==> src/flsr_defs.vh <==
// Purpose: Shared constants for the dual-die status register one block
// Assumes: 50 MHz core clock
// Notes: Opcodes without a fixed value elsewhere are plain defaults
`ifndef FLSR_DEFS_VH
`define FLSR_DEFS_VH

`define FLSR_CMD_REGISTER_WRITE 8'h01
`define FLSR_CMD_READ_STATUS_ONE 8'h05
`define FLSR_CMD_READ_STATUS_TWO 8'h07
`define FLSR_CMD_ARM_WRITE 8'h06
`define FLSR_CMD_DISARM_WRITE 8'h04
`define FLSR_CMD_CLEAR_STATUS 8'h30
`define FLSR_CMD_PAGE_PROGRAM 8'h02
`define FLSR_CMD_SECTOR_ERASE 8'hD8
`define FLSR_CMD_WHOLE_ARRAY_ERASE 8'h60
`define FLSR_CMD_ERASE_PAUSE 8'h75
`define FLSR_CMD_PROGRAM_PAUSE 8'h85
`define FLSR_CMD_SOFT_RESET 8'hF0

`define FLSR_BIT_ACTIVE 0
`define FLSR_BIT_ARM 1
`define FLSR_BIT_GUARD_LO 2
`define FLSR_BIT_GUARD_HI 4
`define FLSR_BIT_ERASE_FAIL 5
`define FLSR_BIT_PROG_FAIL 6
`define FLSR_BIT_WRITE_LOCK 7

`define FLSR_RST_GUARD 3'h7
`define FLSR_RST_WRITE_LOCK 1'b0

`define FLSR_CLK_MHZ 50
`define FLSR_REG_WRITE_TIME_US 2
`define FLSR_REG_WRITE_CYC (`FLSR_REG_WRITE_TIME_US * `FLSR_CLK_MHZ)
`define FLSR_TMR_W 8

`define FLSR_SYNC_W 12
// Reset pin, protect pin and chip select idle high, so no false frame edge after reset
`define FLSR_SYNC_INIT 12'hE00

`endif

==> src/flsr_sync.v <==
// Purpose: Three-stage pin synchroniser with agreement filter
// Assumes: Inputs asynchronous to ref_clk_in
// Notes: Output changes only when stages two and three agree
`timescale 1ns/10ps
module flsr_sync #(
  parameter W = 12,
  parameter [W-1:0] INIT = {W{1'b0}}
) (
  input wire ref_clk_in,
  input wire rst_in,
  input wire [W-1:0] d_in,
  output reg [W-1:0] q_out
);
  reg [W-1:0] s1_q;
  reg [W-1:0] s2_q;
  reg [W-1:0] s3_q;
  integer i;

  always @(posedge ref_clk_in)
  begin
    if (rst_in)
    begin
      s1_q <= INIT;
      s2_q <= INIT;
      s3_q <= INIT;
      q_out <= INIT;
    end
    else
    begin
      s1_q <= d_in;
      s2_q <= s1_q;
      s3_q <= s2_q;
      // Stage one is never looked at here, only stages two and three
      for (i = 0; i < W; i = i + 1)
      begin
        if (s2_q[i] == s3_q[i])
        begin
          q_out[i] <= s3_q[i];
        end
      end
    end
  end
endmodule

==> src/flsr_status_one.v <==
// Purpose: Status register one of both dies of a dual-quad serial flash
// Assumes: Mode 0 serial clock, two nibbles per byte, high nibble first
// Notes: Array engine and address handling sit outside this block
`timescale 1ns/10ps
`include "flsr_defs.vh"

// Operation
// - Arm write command sets the write arm latch.
// - Disarm write command clears the latch, blocking later modifying commands.
// - Successful program, register write or erase clears the latch.
// - Register write, program and erase are ignored while the latch is zero.
// - Register write data never loads the write arm latch; its completion clears it.
// - Power cycle, hardware or software reset clears the write arm latch.
// - While busy, only status reads, pauses, clear status and reset are taken.
// - Erase pause only during erase, program pause only during program.
// - A set failure flag keeps the device busy until clear status.
// - Failure flags update only while the operation is active.
// - Program failure or protected target sets the program failure flag.
// - Erase failure or protected sector erase sets the erase failure flag.
// - Whole-array erase meeting a protected sector does not set erase failure.
// - Failure flags are read-only; clear status resets them.
// - Lock set and protect pin low reject register writes.
// - Protect pin high or lock clear lets register writes change guard bits.
// - Guard bits volatile or not by persistence bit; set bits protect array.
// - Whole-array erase runs only when all guard bits are zero.
// - Resets restore volatile bits; nonvolatile bits keep their values.
// - Read with read status one, write with register write.
module flsr_status_one (
  input wire ref_clk_in,
  input wire rst_in,
  input wire sck_in,
  input wire cs_n_in,
  input wire [7:0] io_in,
  input wire wp_n_in,
  input wire hw_reset_n_in,
  input wire guard_persistence_bit_in,
  input wire [1:0] op_done_in,
  input wire [1:0] op_fail_in,
  input wire [1:0] op_prot_in,
  output wire [7:0] io_out,
  output wire [7:0] io_oe_out,
  output wire [1:0] prog_start_out,
  output wire [1:0] sector_erase_start_out,
  output wire [1:0] whole_erase_start_out,
  output wire [1:0] erase_pause_out,
  output wire [1:0] prog_pause_out,
  output wire [5:0] block_guard_out,
  output wire [15:0] status_one_out
);
  localparam [1:0] K_IDLE = 2'h0;
  localparam [1:0] K_REG = 2'h1;
  localparam [1:0] K_PROG = 2'h2;
  localparam [1:0] K_ERASE = 2'h3;
  localparam [`FLSR_TMR_W-1:0] K_WR_CYC = `FLSR_REG_WRITE_CYC;

  wire [11:0] sync_w;
  wire [7:0] io_s = sync_w[7:0];
  wire sck_s = sync_w[8];
  wire cs_n_s = sync_w[9];
  wire wp_n_s = sync_w[10];
  wire hw_reset_n_s = sync_w[11];

  reg sck_d_q;
  reg cs_n_d_q;
  reg [4:0] nib_cnt_q;

  flsr_sync #(
    .W(`FLSR_SYNC_W),
    .INIT(`FLSR_SYNC_INIT)
  ) u_sync (
    .ref_clk_in(ref_clk_in),
    .rst_in(rst_in),
    .d_in({hw_reset_n_in, wp_n_in, cs_n_in, sck_in, io_in}),
    .q_out(sync_w)
  );

  wire sck_rise = sck_s & ~sck_d_q & ~cs_n_s;
  wire sck_fall = ~sck_s & sck_d_q & ~cs_n_s;
  wire frame_end = cs_n_s & ~cs_n_d_q;
  // Only whole bytes count; a trailing odd nibble voids the frame
  wire exec = frame_end & ~nib_cnt_q[0] & (nib_cnt_q != 5'h00);
  wire [3:0] nbytes = nib_cnt_q[4:1];

  // Modifying commands need an idle device and an armed latch
  function may_modify;
    input arm;
    input busy;
    begin
      may_modify = arm & ~busy;
    end
  endfunction

  always @(posedge ref_clk_in)
  begin
    if (rst_in)
    begin
      sck_d_q <= 1'b0;
      cs_n_d_q <= 1'b1;
      nib_cnt_q <= 5'h00;
    end
    else
    begin
      sck_d_q <= sck_s;
      cs_n_d_q <= cs_n_s;
      if (cs_n_s)
      begin
        nib_cnt_q <= 5'h00;
      end
      else if (sck_rise && nib_cnt_q != 5'h1F)
      begin
        nib_cnt_q <= nib_cnt_q + 5'h01;
      end
    end
  end

  genvar g;
  generate
    for (g = 0; g < 2; g = g + 1)
    begin : g_die
      reg [3:0] hold_q;
      reg [7:0] cmd_q;
      reg [7:0] data_q;
      reg write_arm_latch_q;
      reg operation_active_flag_q;
      reg prog_fail_q;
      reg erase_fail_q;
      reg status_write_lock_q;
      reg [2:0] block_guard_q;
      reg [1:0] kind_q;
      reg whole_q;
      reg [`FLSR_TMR_W-1:0] tmr_q;
      reg [3:0] dout_q;
      reg doe_q;
      reg rd_lo_q;
      reg [7:0] snap_q;
      reg prog_go_q;
      reg se_go_q;
      reg be_go_q;
      reg erase_pause_cmd_q;
      reg program_pause_cmd_q;

      reg arm_d;
      reg active_d;
      reg pfail_d;
      reg efail_d;
      reg lock_d;
      reg [2:0] guard_d;
      reg [1:0] kind_d;
      reg whole_d;
      reg [`FLSR_TMR_W-1:0] tmr_d;
      reg prog_go_d;
      reg se_go_d;
      reg be_go_d;
      reg erase_pause_cmd_d;
      reg program_pause_cmd_d;
      reg pset;
      reg eset;
      reg soft_rst;

      wire [3:0] lane = io_s[4*g+3:4*g];
      wire [7:0] stat = {status_write_lock_q, prog_fail_q, erase_fail_q, block_guard_q,
        write_arm_latch_q, operation_active_flag_q};
      wire hw_locked = status_write_lock_q & ~wp_n_s;
      wire errored = prog_fail_q | erase_fail_q;

      always @*
      begin
        arm_d = write_arm_latch_q;
        active_d = operation_active_flag_q;
        pfail_d = prog_fail_q;
        efail_d = erase_fail_q;
        lock_d = status_write_lock_q;
        guard_d = block_guard_q;
        kind_d = kind_q;
        whole_d = whole_q;
        tmr_d = tmr_q;
        prog_go_d = 1'b0;
        se_go_d = 1'b0;
        be_go_d = 1'b0;
        erase_pause_cmd_d = 1'b0;
        program_pause_cmd_d = 1'b0;
        pset = 1'b0;
        eset = 1'b0;
        soft_rst = ~hw_reset_n_s;

        // Completion of the running operation
        case (kind_q)
          K_REG:
          begin
            if (tmr_q == {`FLSR_TMR_W{1'b0}})
            begin
              active_d = 1'b0;
              arm_d = 1'b0;
              kind_d = K_IDLE;
            end
            else
            begin
              tmr_d = tmr_q - {{(`FLSR_TMR_W-1){1'b0}}, 1'b1};
            end
          end
          K_PROG:
          begin
            if (op_done_in[g] && operation_active_flag_q && !errored)
            begin
              if (op_fail_in[g] || op_prot_in[g])
              begin
                pset = 1'b1;
              end
              else
              begin
                active_d = 1'b0;
                arm_d = 1'b0;
                kind_d = K_IDLE;
              end
            end
          end
          K_ERASE:
          begin
            if (op_done_in[g] && operation_active_flag_q && !errored)
            begin
              // Protected sectors skipped by a whole-array erase are no failure
              if (op_fail_in[g] || (op_prot_in[g] && !whole_q))
              begin
                eset = 1'b1;
              end
              else
              begin
                active_d = 1'b0;
                arm_d = 1'b0;
                kind_d = K_IDLE;
              end
            end
          end
          default:
          begin
            kind_d = K_IDLE;
          end
        endcase

        if (exec)
        begin
          case (cmd_q)
            `FLSR_CMD_ARM_WRITE:
            begin
              if (!operation_active_flag_q)
              begin
                arm_d = 1'b1;
              end
            end
            `FLSR_CMD_DISARM_WRITE:
            begin
              if (!operation_active_flag_q)
              begin
                arm_d = 1'b0;
              end
            end
            `FLSR_CMD_CLEAR_STATUS:
            begin
              pfail_d = 1'b0;
              efail_d = 1'b0;
              if (errored)
              begin
                active_d = 1'b0;
                kind_d = K_IDLE;
              end
            end
            `FLSR_CMD_REGISTER_WRITE:
            begin
              // The arm latch is left alone; only guard and lock bits load
              if (may_modify(write_arm_latch_q, operation_active_flag_q) && nbytes >= 4'h2
                && !hw_locked)
              begin
                lock_d = data_q[`FLSR_BIT_WRITE_LOCK];
                guard_d = data_q[`FLSR_BIT_GUARD_HI:`FLSR_BIT_GUARD_LO];
                active_d = 1'b1;
                kind_d = K_REG;
                tmr_d = K_WR_CYC;
              end
            end
            `FLSR_CMD_PAGE_PROGRAM:
            begin
              if (may_modify(write_arm_latch_q, operation_active_flag_q))
              begin
                prog_go_d = 1'b1;
                active_d = 1'b1;
                kind_d = K_PROG;
              end
            end
            `FLSR_CMD_SECTOR_ERASE:
            begin
              if (may_modify(write_arm_latch_q, operation_active_flag_q))
              begin
                se_go_d = 1'b1;
                active_d = 1'b1;
                kind_d = K_ERASE;
                whole_d = 1'b0;
              end
            end
            `FLSR_CMD_WHOLE_ARRAY_ERASE:
            begin
              if (may_modify(write_arm_latch_q, operation_active_flag_q)
                && block_guard_q == 3'h0)
              begin
                be_go_d = 1'b1;
                active_d = 1'b1;
                kind_d = K_ERASE;
                whole_d = 1'b1;
              end
            end
            `FLSR_CMD_ERASE_PAUSE:
            begin
              if (operation_active_flag_q && kind_q == K_ERASE && !errored)
              begin
                erase_pause_cmd_d = 1'b1;
              end
            end
            `FLSR_CMD_PROGRAM_PAUSE:
            begin
              if (operation_active_flag_q && kind_q == K_PROG && !errored)
              begin
                program_pause_cmd_d = 1'b1;
              end
            end
            `FLSR_CMD_SOFT_RESET:
            begin
              soft_rst = 1'b1;
            end
            default:
            begin
              arm_d = arm_d;
            end
          endcase
        end

        // An error reported with a clear in the same cycle survives
        if (pset)
        begin
          pfail_d = 1'b1;
          active_d = 1'b1;
        end
        if (eset)
        begin
          efail_d = 1'b1;
          active_d = 1'b1;
        end

        if (soft_rst)
        begin
          arm_d = 1'b0;
          active_d = 1'b0;
          pfail_d = 1'b0;
          efail_d = 1'b0;
          kind_d = K_IDLE;
          tmr_d = {`FLSR_TMR_W{1'b0}};
          prog_go_d = 1'b0;
          se_go_d = 1'b0;
          be_go_d = 1'b0;
          erase_pause_cmd_d = 1'b0;
          program_pause_cmd_d = 1'b0;
          if (guard_persistence_bit_in)
          begin
            guard_d = `FLSR_RST_GUARD;
          end
        end
      end

      always @(posedge ref_clk_in)
      begin
        if (rst_in)
        begin
          // Power-on: stored bits come back at their shipped state
          hold_q <= 4'h0;
          cmd_q <= 8'h00;
          data_q <= 8'h00;
          write_arm_latch_q <= 1'b0;
          operation_active_flag_q <= 1'b0;
          prog_fail_q <= 1'b0;
          erase_fail_q <= 1'b0;
          status_write_lock_q <= `FLSR_RST_WRITE_LOCK;
          block_guard_q <= `FLSR_RST_GUARD;
          kind_q <= K_IDLE;
          whole_q <= 1'b0;
          tmr_q <= {`FLSR_TMR_W{1'b0}};
          dout_q <= 4'h0;
          doe_q <= 1'b0;
          rd_lo_q <= 1'b0;
          snap_q <= 8'h00;
          prog_go_q <= 1'b0;
          se_go_q <= 1'b0;
          be_go_q <= 1'b0;
          erase_pause_cmd_q <= 1'b0;
          program_pause_cmd_q <= 1'b0;
        end
        else
        begin
          write_arm_latch_q <= arm_d;
          operation_active_flag_q <= active_d;
          prog_fail_q <= pfail_d;
          erase_fail_q <= efail_d;
          status_write_lock_q <= lock_d;
          block_guard_q <= guard_d;
          kind_q <= kind_d;
          whole_q <= whole_d;
          tmr_q <= tmr_d;
          prog_go_q <= prog_go_d;
          se_go_q <= se_go_d;
          be_go_q <= be_go_d;
          erase_pause_cmd_q <= erase_pause_cmd_d;
          program_pause_cmd_q <= program_pause_cmd_d;

          // Each die decodes its own lane
          if (cs_n_s)
          begin
            cmd_q <= 8'h00;
          end
          else if (sck_rise)
          begin
            if (!nib_cnt_q[0])
            begin
              hold_q <= lane;
            end
            else if (nib_cnt_q[4:1] == 4'h0)
            begin
              cmd_q <= {hold_q, lane};
            end
            else if (nib_cnt_q[4:1] == 4'h1)
            begin
              data_q <= {hold_q, lane};
            end
          end

          // Status byte repeats while the frame stays open
          if (cs_n_s)
          begin
            doe_q <= 1'b0;
            rd_lo_q <= 1'b0;
          end
          else if (sck_fall && cmd_q == `FLSR_CMD_READ_STATUS_ONE && nib_cnt_q >= 5'h02)
          begin
            doe_q <= 1'b1;
            rd_lo_q <= ~rd_lo_q;
            if (!rd_lo_q)
            begin
              snap_q <= stat;
              dout_q <= stat[7:4];
            end
            else
            begin
              dout_q <= snap_q[3:0];
            end
          end
        end
      end

      assign io_out[4*g+3:4*g] = dout_q;
      assign io_oe_out[4*g+3:4*g] = {4{doe_q}};
      assign prog_start_out[g] = prog_go_q;
      assign sector_erase_start_out[g] = se_go_q;
      assign whole_erase_start_out[g] = be_go_q;
      assign erase_pause_out[g] = erase_pause_cmd_q;
      assign prog_pause_out[g] = program_pause_cmd_q;
      assign block_guard_out[3*g+2:3*g] = block_guard_q;
      assign status_one_out[8*g+7:8*g] = {status_write_lock_q, prog_fail_q, erase_fail_q,
        block_guard_q, write_arm_latch_q, operation_active_flag_q};
    end
  endgenerate
endmodule

==> config.mk <==
export PLATFORM = sky130hd
export DESIGN_NAME = flsr_status_one
export DESIGN_NICKNAME = d
export VERILOG_FILES = /design/src/flsr_sync.v /design/src/flsr_status_one.v
export VERILOG_INCLUDE_DIRS = /design/src
export SDC_FILE = /design/constraint.sdc
export NUM_CORES = 1
export LEC_CHECK = 0
export ABC_AREA = 1
export ABC_CLOCK_PERIOD_IN_PS = 2650
export BUFFER_PORTS_ARGS = -buffer_cell sky130_fd_sc_hd__buf_2
export CAP_MARGIN = 20
export CORE_UTILIZATION = 40
export CTS_CLUSTER_SIZE = 20
export DETAILED_ROUTE_END_ITERATION = 6
export GPL_ROUTABILITY_DRIVEN = 0
export SLEW_MARGIN = 20
export SYNTH_ARGS = -nofsm -noshare
export SYNTH_HDL_FRONTEND = slang
export SYNTH_SLANG_ARGS = --single-unit
==> constraint.sdc <==
create_clock -name ref_clk_in -period 2.65 [get_ports ref_clk_in]
set_input_delay 0.795 -clock ref_clk_in [delete_from_list [all_inputs] [get_ports ref_clk_in]]
set_output_delay 0.795 -clock ref_clk_in [all_outputs]
set_load 0.03 [all_outputs]
==> results of run 1 <==
layout make-up:
cell class                 count  area [um^2]  share of cell area [%]
sequential                   155         3100                    40.3
multi-input combinational    565         2860                    37.2
inverter                     127          484                    6.29
clock buffer                  20          457                    5.94
timing repair buffer          73          378                    4.91
tap                          220          275                    3.58
clock inverter                12          135                    1.76
through the flow:
| stage | total power [W] | hold WS (ns) | setup WS (ns) | area [um^2] |
|---|---|---|---|---|
| after global placement | 0.00250 | 0.389 | 0.712 | 7100 |
| after floorplan | 0.00247 | 0.388 | 0.846 | 6790 |
| after CTS | 0.00492 | 0.401 | 0.633 | 7690 |
| after global routing | 0.00502 | 0.414 | 0.600 | 7690 |
| after detailed placement | 0.00250 | 0.392 | 0.681 | 7100 |
| final | 0.00486 | 0.400 | 0.622 | 7690 |
cells by family after synthesis:
| logic type | count (synthesis) | share of synthesized area (%) |
|---|---|---|
| xor gates and xnor gates | 11 | 1.42 |
| adders and majority gates | 5 | 0.921 |
| DFF | 155 | 45.7 |
| AOI/OAI and AO/OA | 167 | 13.3 |
| muxes | 3 | 0.442 |
| and+or+nand+nor | 379 | 26.1 |
| buffers and inverters | 178 | 12.2 |
cells in the mapped netlist, types with 8 or more instances:
cell,n
a21oi_1,68
a31oi_1,8
buf_4,35
dfxtp_1,155
inv_1,111
inv_2,14
nand2_1,118
nand2_2,12
nand3_1,34
nand4_1,16
nor2_1,139
nor2_2,11
nor3_1,16
o21ai_0,69
o21ai_1,12
or2_2,11
xor2_1,8
per-layer routing:
metal	GRT usage, %	vias up	routed length, um
met5	0	-	0
met4	6.07	0	199
met3	3.84	16	519
met2	26.1	112	6280
met1	22.5	2410	7290
li1	-	2939	-
flip-flops by register name (all words and copies together), names as in the netlist, 4 cells and up:
name / count
g_die.block_guard_q: 6
g_die.cmd_q: 16
g_die.data_q: 8
g_die.dout_q: 8
g_die.hold_q: 8
g_die.kind_q: 4
g_die.snap_q: 8
g_die.tmr_q: 16
nib_cnt_q: 5
u_sync.q_out: 12
u_sync.s1_q: 12
u_sync.s2_q: 12
u_sync.s3_q: 12
final timing paths:
kind / end / slack [ns] / startpoint / cells after the start
min: u_sync.s2_q[5] / 0.40 / u_sync.s1_q[5] / 2
min reg2reg: u_sync.s2_q[5] / 0.40 / u_sync.s1_q[5] / 2
max reg2reg: g_die[1].status_write_lock_q / 0.82 / nib_cnt_q[0] / 8
max: status_one_out[0] / 0.62 / g_die[0].operation_active_flag_q / 1
where the power goes:
group | leakage, nW | internal, W | switching [W]
clock network | 0.292 | 0.00145 | 0.000963
logic | 1.73 | 0.0000326 | 0.0000534
registers | 1.25 | 0.00235 | 0.00000922
total | 3.28 | 0.00383 | 0.00103
placed cells by master, fill, tap and decap left out, drive strengths merged, types with 2 or more instances in the layout:
cell    netlist  final
bufinv        0      2
o21ai        82     82
xor2          8      8
a211oi        3      3
clkbuf        7     20
mux2i         3      3
a31oi        10     10
nor4          4      4
nand4        16     16
nor2        154    154
buf          44     73
a21oi        68     68
nand2       131    131
nand3b        2      2
dfxtp       155    155
ha            5      5
o21bai        2      2
o221ai        2      2
nor3         20     20
xnor2         3      3
or2          12     12
inv         126    131
nand3        38     38
clkinv        1      5
tightest hold or removal path, stage by stage, from the launching register on:
cell	delay, ns
dfxtp_1	0.29
inv_1	0.04
nor2_1	0.03
==> results.yml, run 1 <==
global_route:
  grtUsageTotal_pct: 16.7
  grt_max_degree: 45
  grt_pass1_vias: 4775
  grt_pass1_wl_um: 23300
  antenna_found_initial: 0
  overflow: 0
sta:
  slew_headroom_pct: 71.6
  timing.final.crit_share_pct: 76.5
  fin_skew_ns: 0.0107
  fin_crit_ns: 2.03
  fmax_ghz: 0.493
  finalSetupTns_ns: 0
  tightestPinTransition_ns: 0.425
  setup_viol: 0
  drv_slew: 0
  rsz0062_at_grt: "no"
  finalHoldViolCount: 0
synth:
  ys.flop_type: "dfxtp_1"
  syn_area_mm2: 0.00679
  async_flop_share_pct: 0
  synth.ff_latch_count: 155
  yosysWarnings: 0
  synth_area_leader_cell: "dfxtp_1"
  postSynthCellCount: 898
  synth_fp_nets: 924
  syn_area_per_cell_um2: 7.57
  synth_edf_count: 0
  yosysSeqAreaShare_pct: 45.7
  synth_top_area_share_pct: 45.7
  ys_types: 45
  yosys-top-cells-area: "dfxtp_1 46%, nor2_1 7.7%, nand2_1 6.5%"
worst_setup_path:
  cp-start-kind: "flop"
  critical_path_buf_inv_count: 1
  arrival_ns: 1.23
  critPathTopFamily: "flip-flops"
  path_cells: "buf_2"
  cpPeakStageDelay_ns: 0.53
  worstSetupPathType: "reg2out"
  worstPathRequired_ns: 1.86
  slowest_stage: "dfxtp_1"
  crit_path_max_fanout: 7
  worst_setup_path_end_kind: "output port"
clock_network:
  cts.clk_slew.worst_paths_ns: 0.06
  numCtsBuffers: 17
  h-tree-depth: 4
  cts_hold_buf: 0
  tritoncts: "yes"
  cts_setup_buffers: 0
  clock-sinks: 155
  clock_latency_ns: 0.42
  ctsLongestPathBuffers: 2
  root_buffer: "clkbuf_16"
  ctsResizeCount: 0
floorplan:
  initial_utilization_pct: 41.0
  ios: 69
  std_cell_rows: 47
  coreArea_mm2: 0.0166
  die-area_mm2: 0.0175
  die_y_um: 132
  die_x_um: 132
layout:
  n_fill_cell: 1725
  area_growth_pct: 13.2
  antenna_cells: 0
  nNetsFinal: 965
  final_cells: 1172
  fin_util_pct: 46.4
  drive_gt1_share_pct: 18.3
placement:
  placed_cells: 1140
  dp_hpwl_um: 10700
  port_buffers: 68
detailed_routing:
  drt-pass1-iter-count: 5
  routed_via_density: 4.67
  wire_per_inst_um: 12.2
  antenna_left: 0
  routed_wl_um: 14300
  drc: 0
  first_iter_violations: 359
  dr_total_vias: 5477
pwr:
  ir_worst_vdd_mv: 0.468
  p_per_area_mw_per_mm2: 632
  leakagePower_nw: 3.28
min_path:
  hold_class: "reg2reg"
job:
  maxCapViolations: 0
outcome:
  status: "complete, no violations"
Note: power is estimated with default switching activity, not from simulation.
==> run 2, diff against run 1 <==
Settings changed: ABC_CLOCK_PERIOD_IN_PS 2650 to 1770.
Clock period 2.65 ns to 1.77 ns, I/O delays scaled along.
==> results.yml, run 2 (synthesis gave the netlist of run 1 again) <==
floorplan:
  ios: 69
  die-area_mm2: 0.0175
  initial_utilization_pct: 41.0
  coreArea_mm2: 0.0166
  std_cell_rows: 47
  die_x_um: 132
  die_y_um: 132
sta:
  drv_slew: 0
  fmax_ghz: 0.593
  hold_ws_ns: 0.279
  timing.final.crit_share_pct: 95.3
  finalSetupTns_ns: 0
  finalHoldViolCount: 0
  fin_crit_ns: 1.69
  fin_skew_ns: 0.0115
  slew_headroom_pct: 71.5
  tightestPinTransition_ns: 0.424
  setup_viol: 0
  setup_ws_ns: 0.0827
worst_setup_path:
  cp-start-kind: "flop"
  worstPathRequired_ns: 1.24
  worstSetupPathType: "reg2out"
  worst_setup_path_end_kind: "output port"
  crit_path_max_fanout: 5
  arrival_ns: 1.16
clock_network:
  cts_hold_buf: 0
  clock-sinks: 155
  tritoncts: "yes"
  h-tree-depth: 4
  cts.clk_slew.worst_paths_ns: 0.06
  cts_setup_buffers: 0
  numCtsBuffers: 17
  clock_latency_ns: 0.43
  ctsLongestPathBuffers: 2
  root_buffer: "clkbuf_16"
global_route:
  grt_max_degree: 45
  grt_pass1_wl_um: 24000
  overflow: 0
  grtUsageTotal_pct: 17.3
  antenna_found_initial: 0
  grt_pass1_vias: 4997
pwr:
  leakagePower_nw: 3.35
  ir_worst_vdd_mv: 0.702
  p_per_area_mw_per_mm2: 963
job:
  maxCapViolations: 0
detailed_routing:
  wire_per_inst_um: 12.2
  first_iter_violations: 268
  antenna_left: 0
  dr_total_vias: 5499
  drc: 0
  routed_wl_um: 14400
  drt-pass1-iter-count: 4
  routed_via_density: 4.66
layout:
  nNetsFinal: 974
  antenna_cells: 0
  most-common-layout-cells: "151 x dfxtp_1, 136 x nor2_1, 117 x nand2_1"
  area_growth_pct: 15.6
  final_common_cell: "dfxtp_1"
  drive_gt1_share_pct: 20.5
  reg_top3: "g_die.cmd_q: 16 flops, g_die.tmr_q: 16 flops"
min_path:
  hold_class: "in2reg"
outcome:
  status: "complete, no violations"
placement:
  dp_hpwl_um: 10600
  dpl_worst_slack_ns: 0.0519
  port_buffers: 68
run 2: cell count changes in the layout (fill, tap and decap cells not counted), sizes merged:
| cell | change |
|---|---|
| buf | +9 |
| bufinv | +1 |
| clkbuf | -3 |
| clkinv | -4 |
| clkinvlp | +3 |
| inv | +3 |
run 2: worst paths after layout:
check                                                 startpoint                         to  slack, ns  depth (start not counted)
worst min-delay path                               hw_reset_n_in            u_sync.s1_q[11]       0.28                          2
worst max-delay path            g_die[0].operation_active_flag_q          status_one_out[0]       0.08                          2
worst max register to register                      nib_cnt_q[0]  g_die[1].block_guard_q[0]       0.13                          9
worst min register to register                    u_sync.s1_q[8]             u_sync.s2_q[8]       0.40                          2
run 2: per-stage QoR:
stage	instance area [um^2]	utilization (%)	total power [W]	std cells
detailed placement	7180	43.3	0.00375	1149
global placement	7180	43.3	0.00375	1149
floorplan	6790	-	0.00369	898
finish	7850	47.3	0.00756	1181
global route	7850	47.3	0.00781	1181
CTS	7810	47.1	0.00764	1181
run 2: worst max-delay path: stages, from the launching register on:
cell,delay [ns]
dfxtp_2,0.38
buf_4,0.15
buf_2,0.19
run 2: what timing repair did:
| item | CTS | global route |
|---|---|---|
| pin swaps | 0 | 1 |
| endpoints found under the setup margin | 1 | 29 |
| resized for setup | 1 | 17 |
run 2: report_power, final:
group | switching, W | internal, W | total (W)
clock network | 0.00162 | 0.00228 | 0.00389
logic | 0.0000832 | 0.0000543 | 0.000138
registers | 0.0000133 | 0.00352 | 0.00353
total | 0.00171 | 0.00585 | 0.00756
run 2: layer usage:
layer | global-route usage (%) | wire length, um
met1 | 23.9 | 7280
met2 | 25.8 | 6200
met3 | 4.11 | 691
met5 | 0 | 0
met4 | 7.41 | 230
run 2: area by class of cell:
| class | instances | area (um^2) |
|---|---|---|
| Clock inverter | 15 | 203 |
| Timing Repair Buffer | 82 | 458 |
| Tap cell | 220 | 275 |
| Fill cell | 1686 | 8730 |
| Inverter | 127 | 492 |
| Sequential cell | 155 | 3110 |
| Clock buffer | 17 | 425 |
| Multi-Input combinational cell | 565 | 2890 |
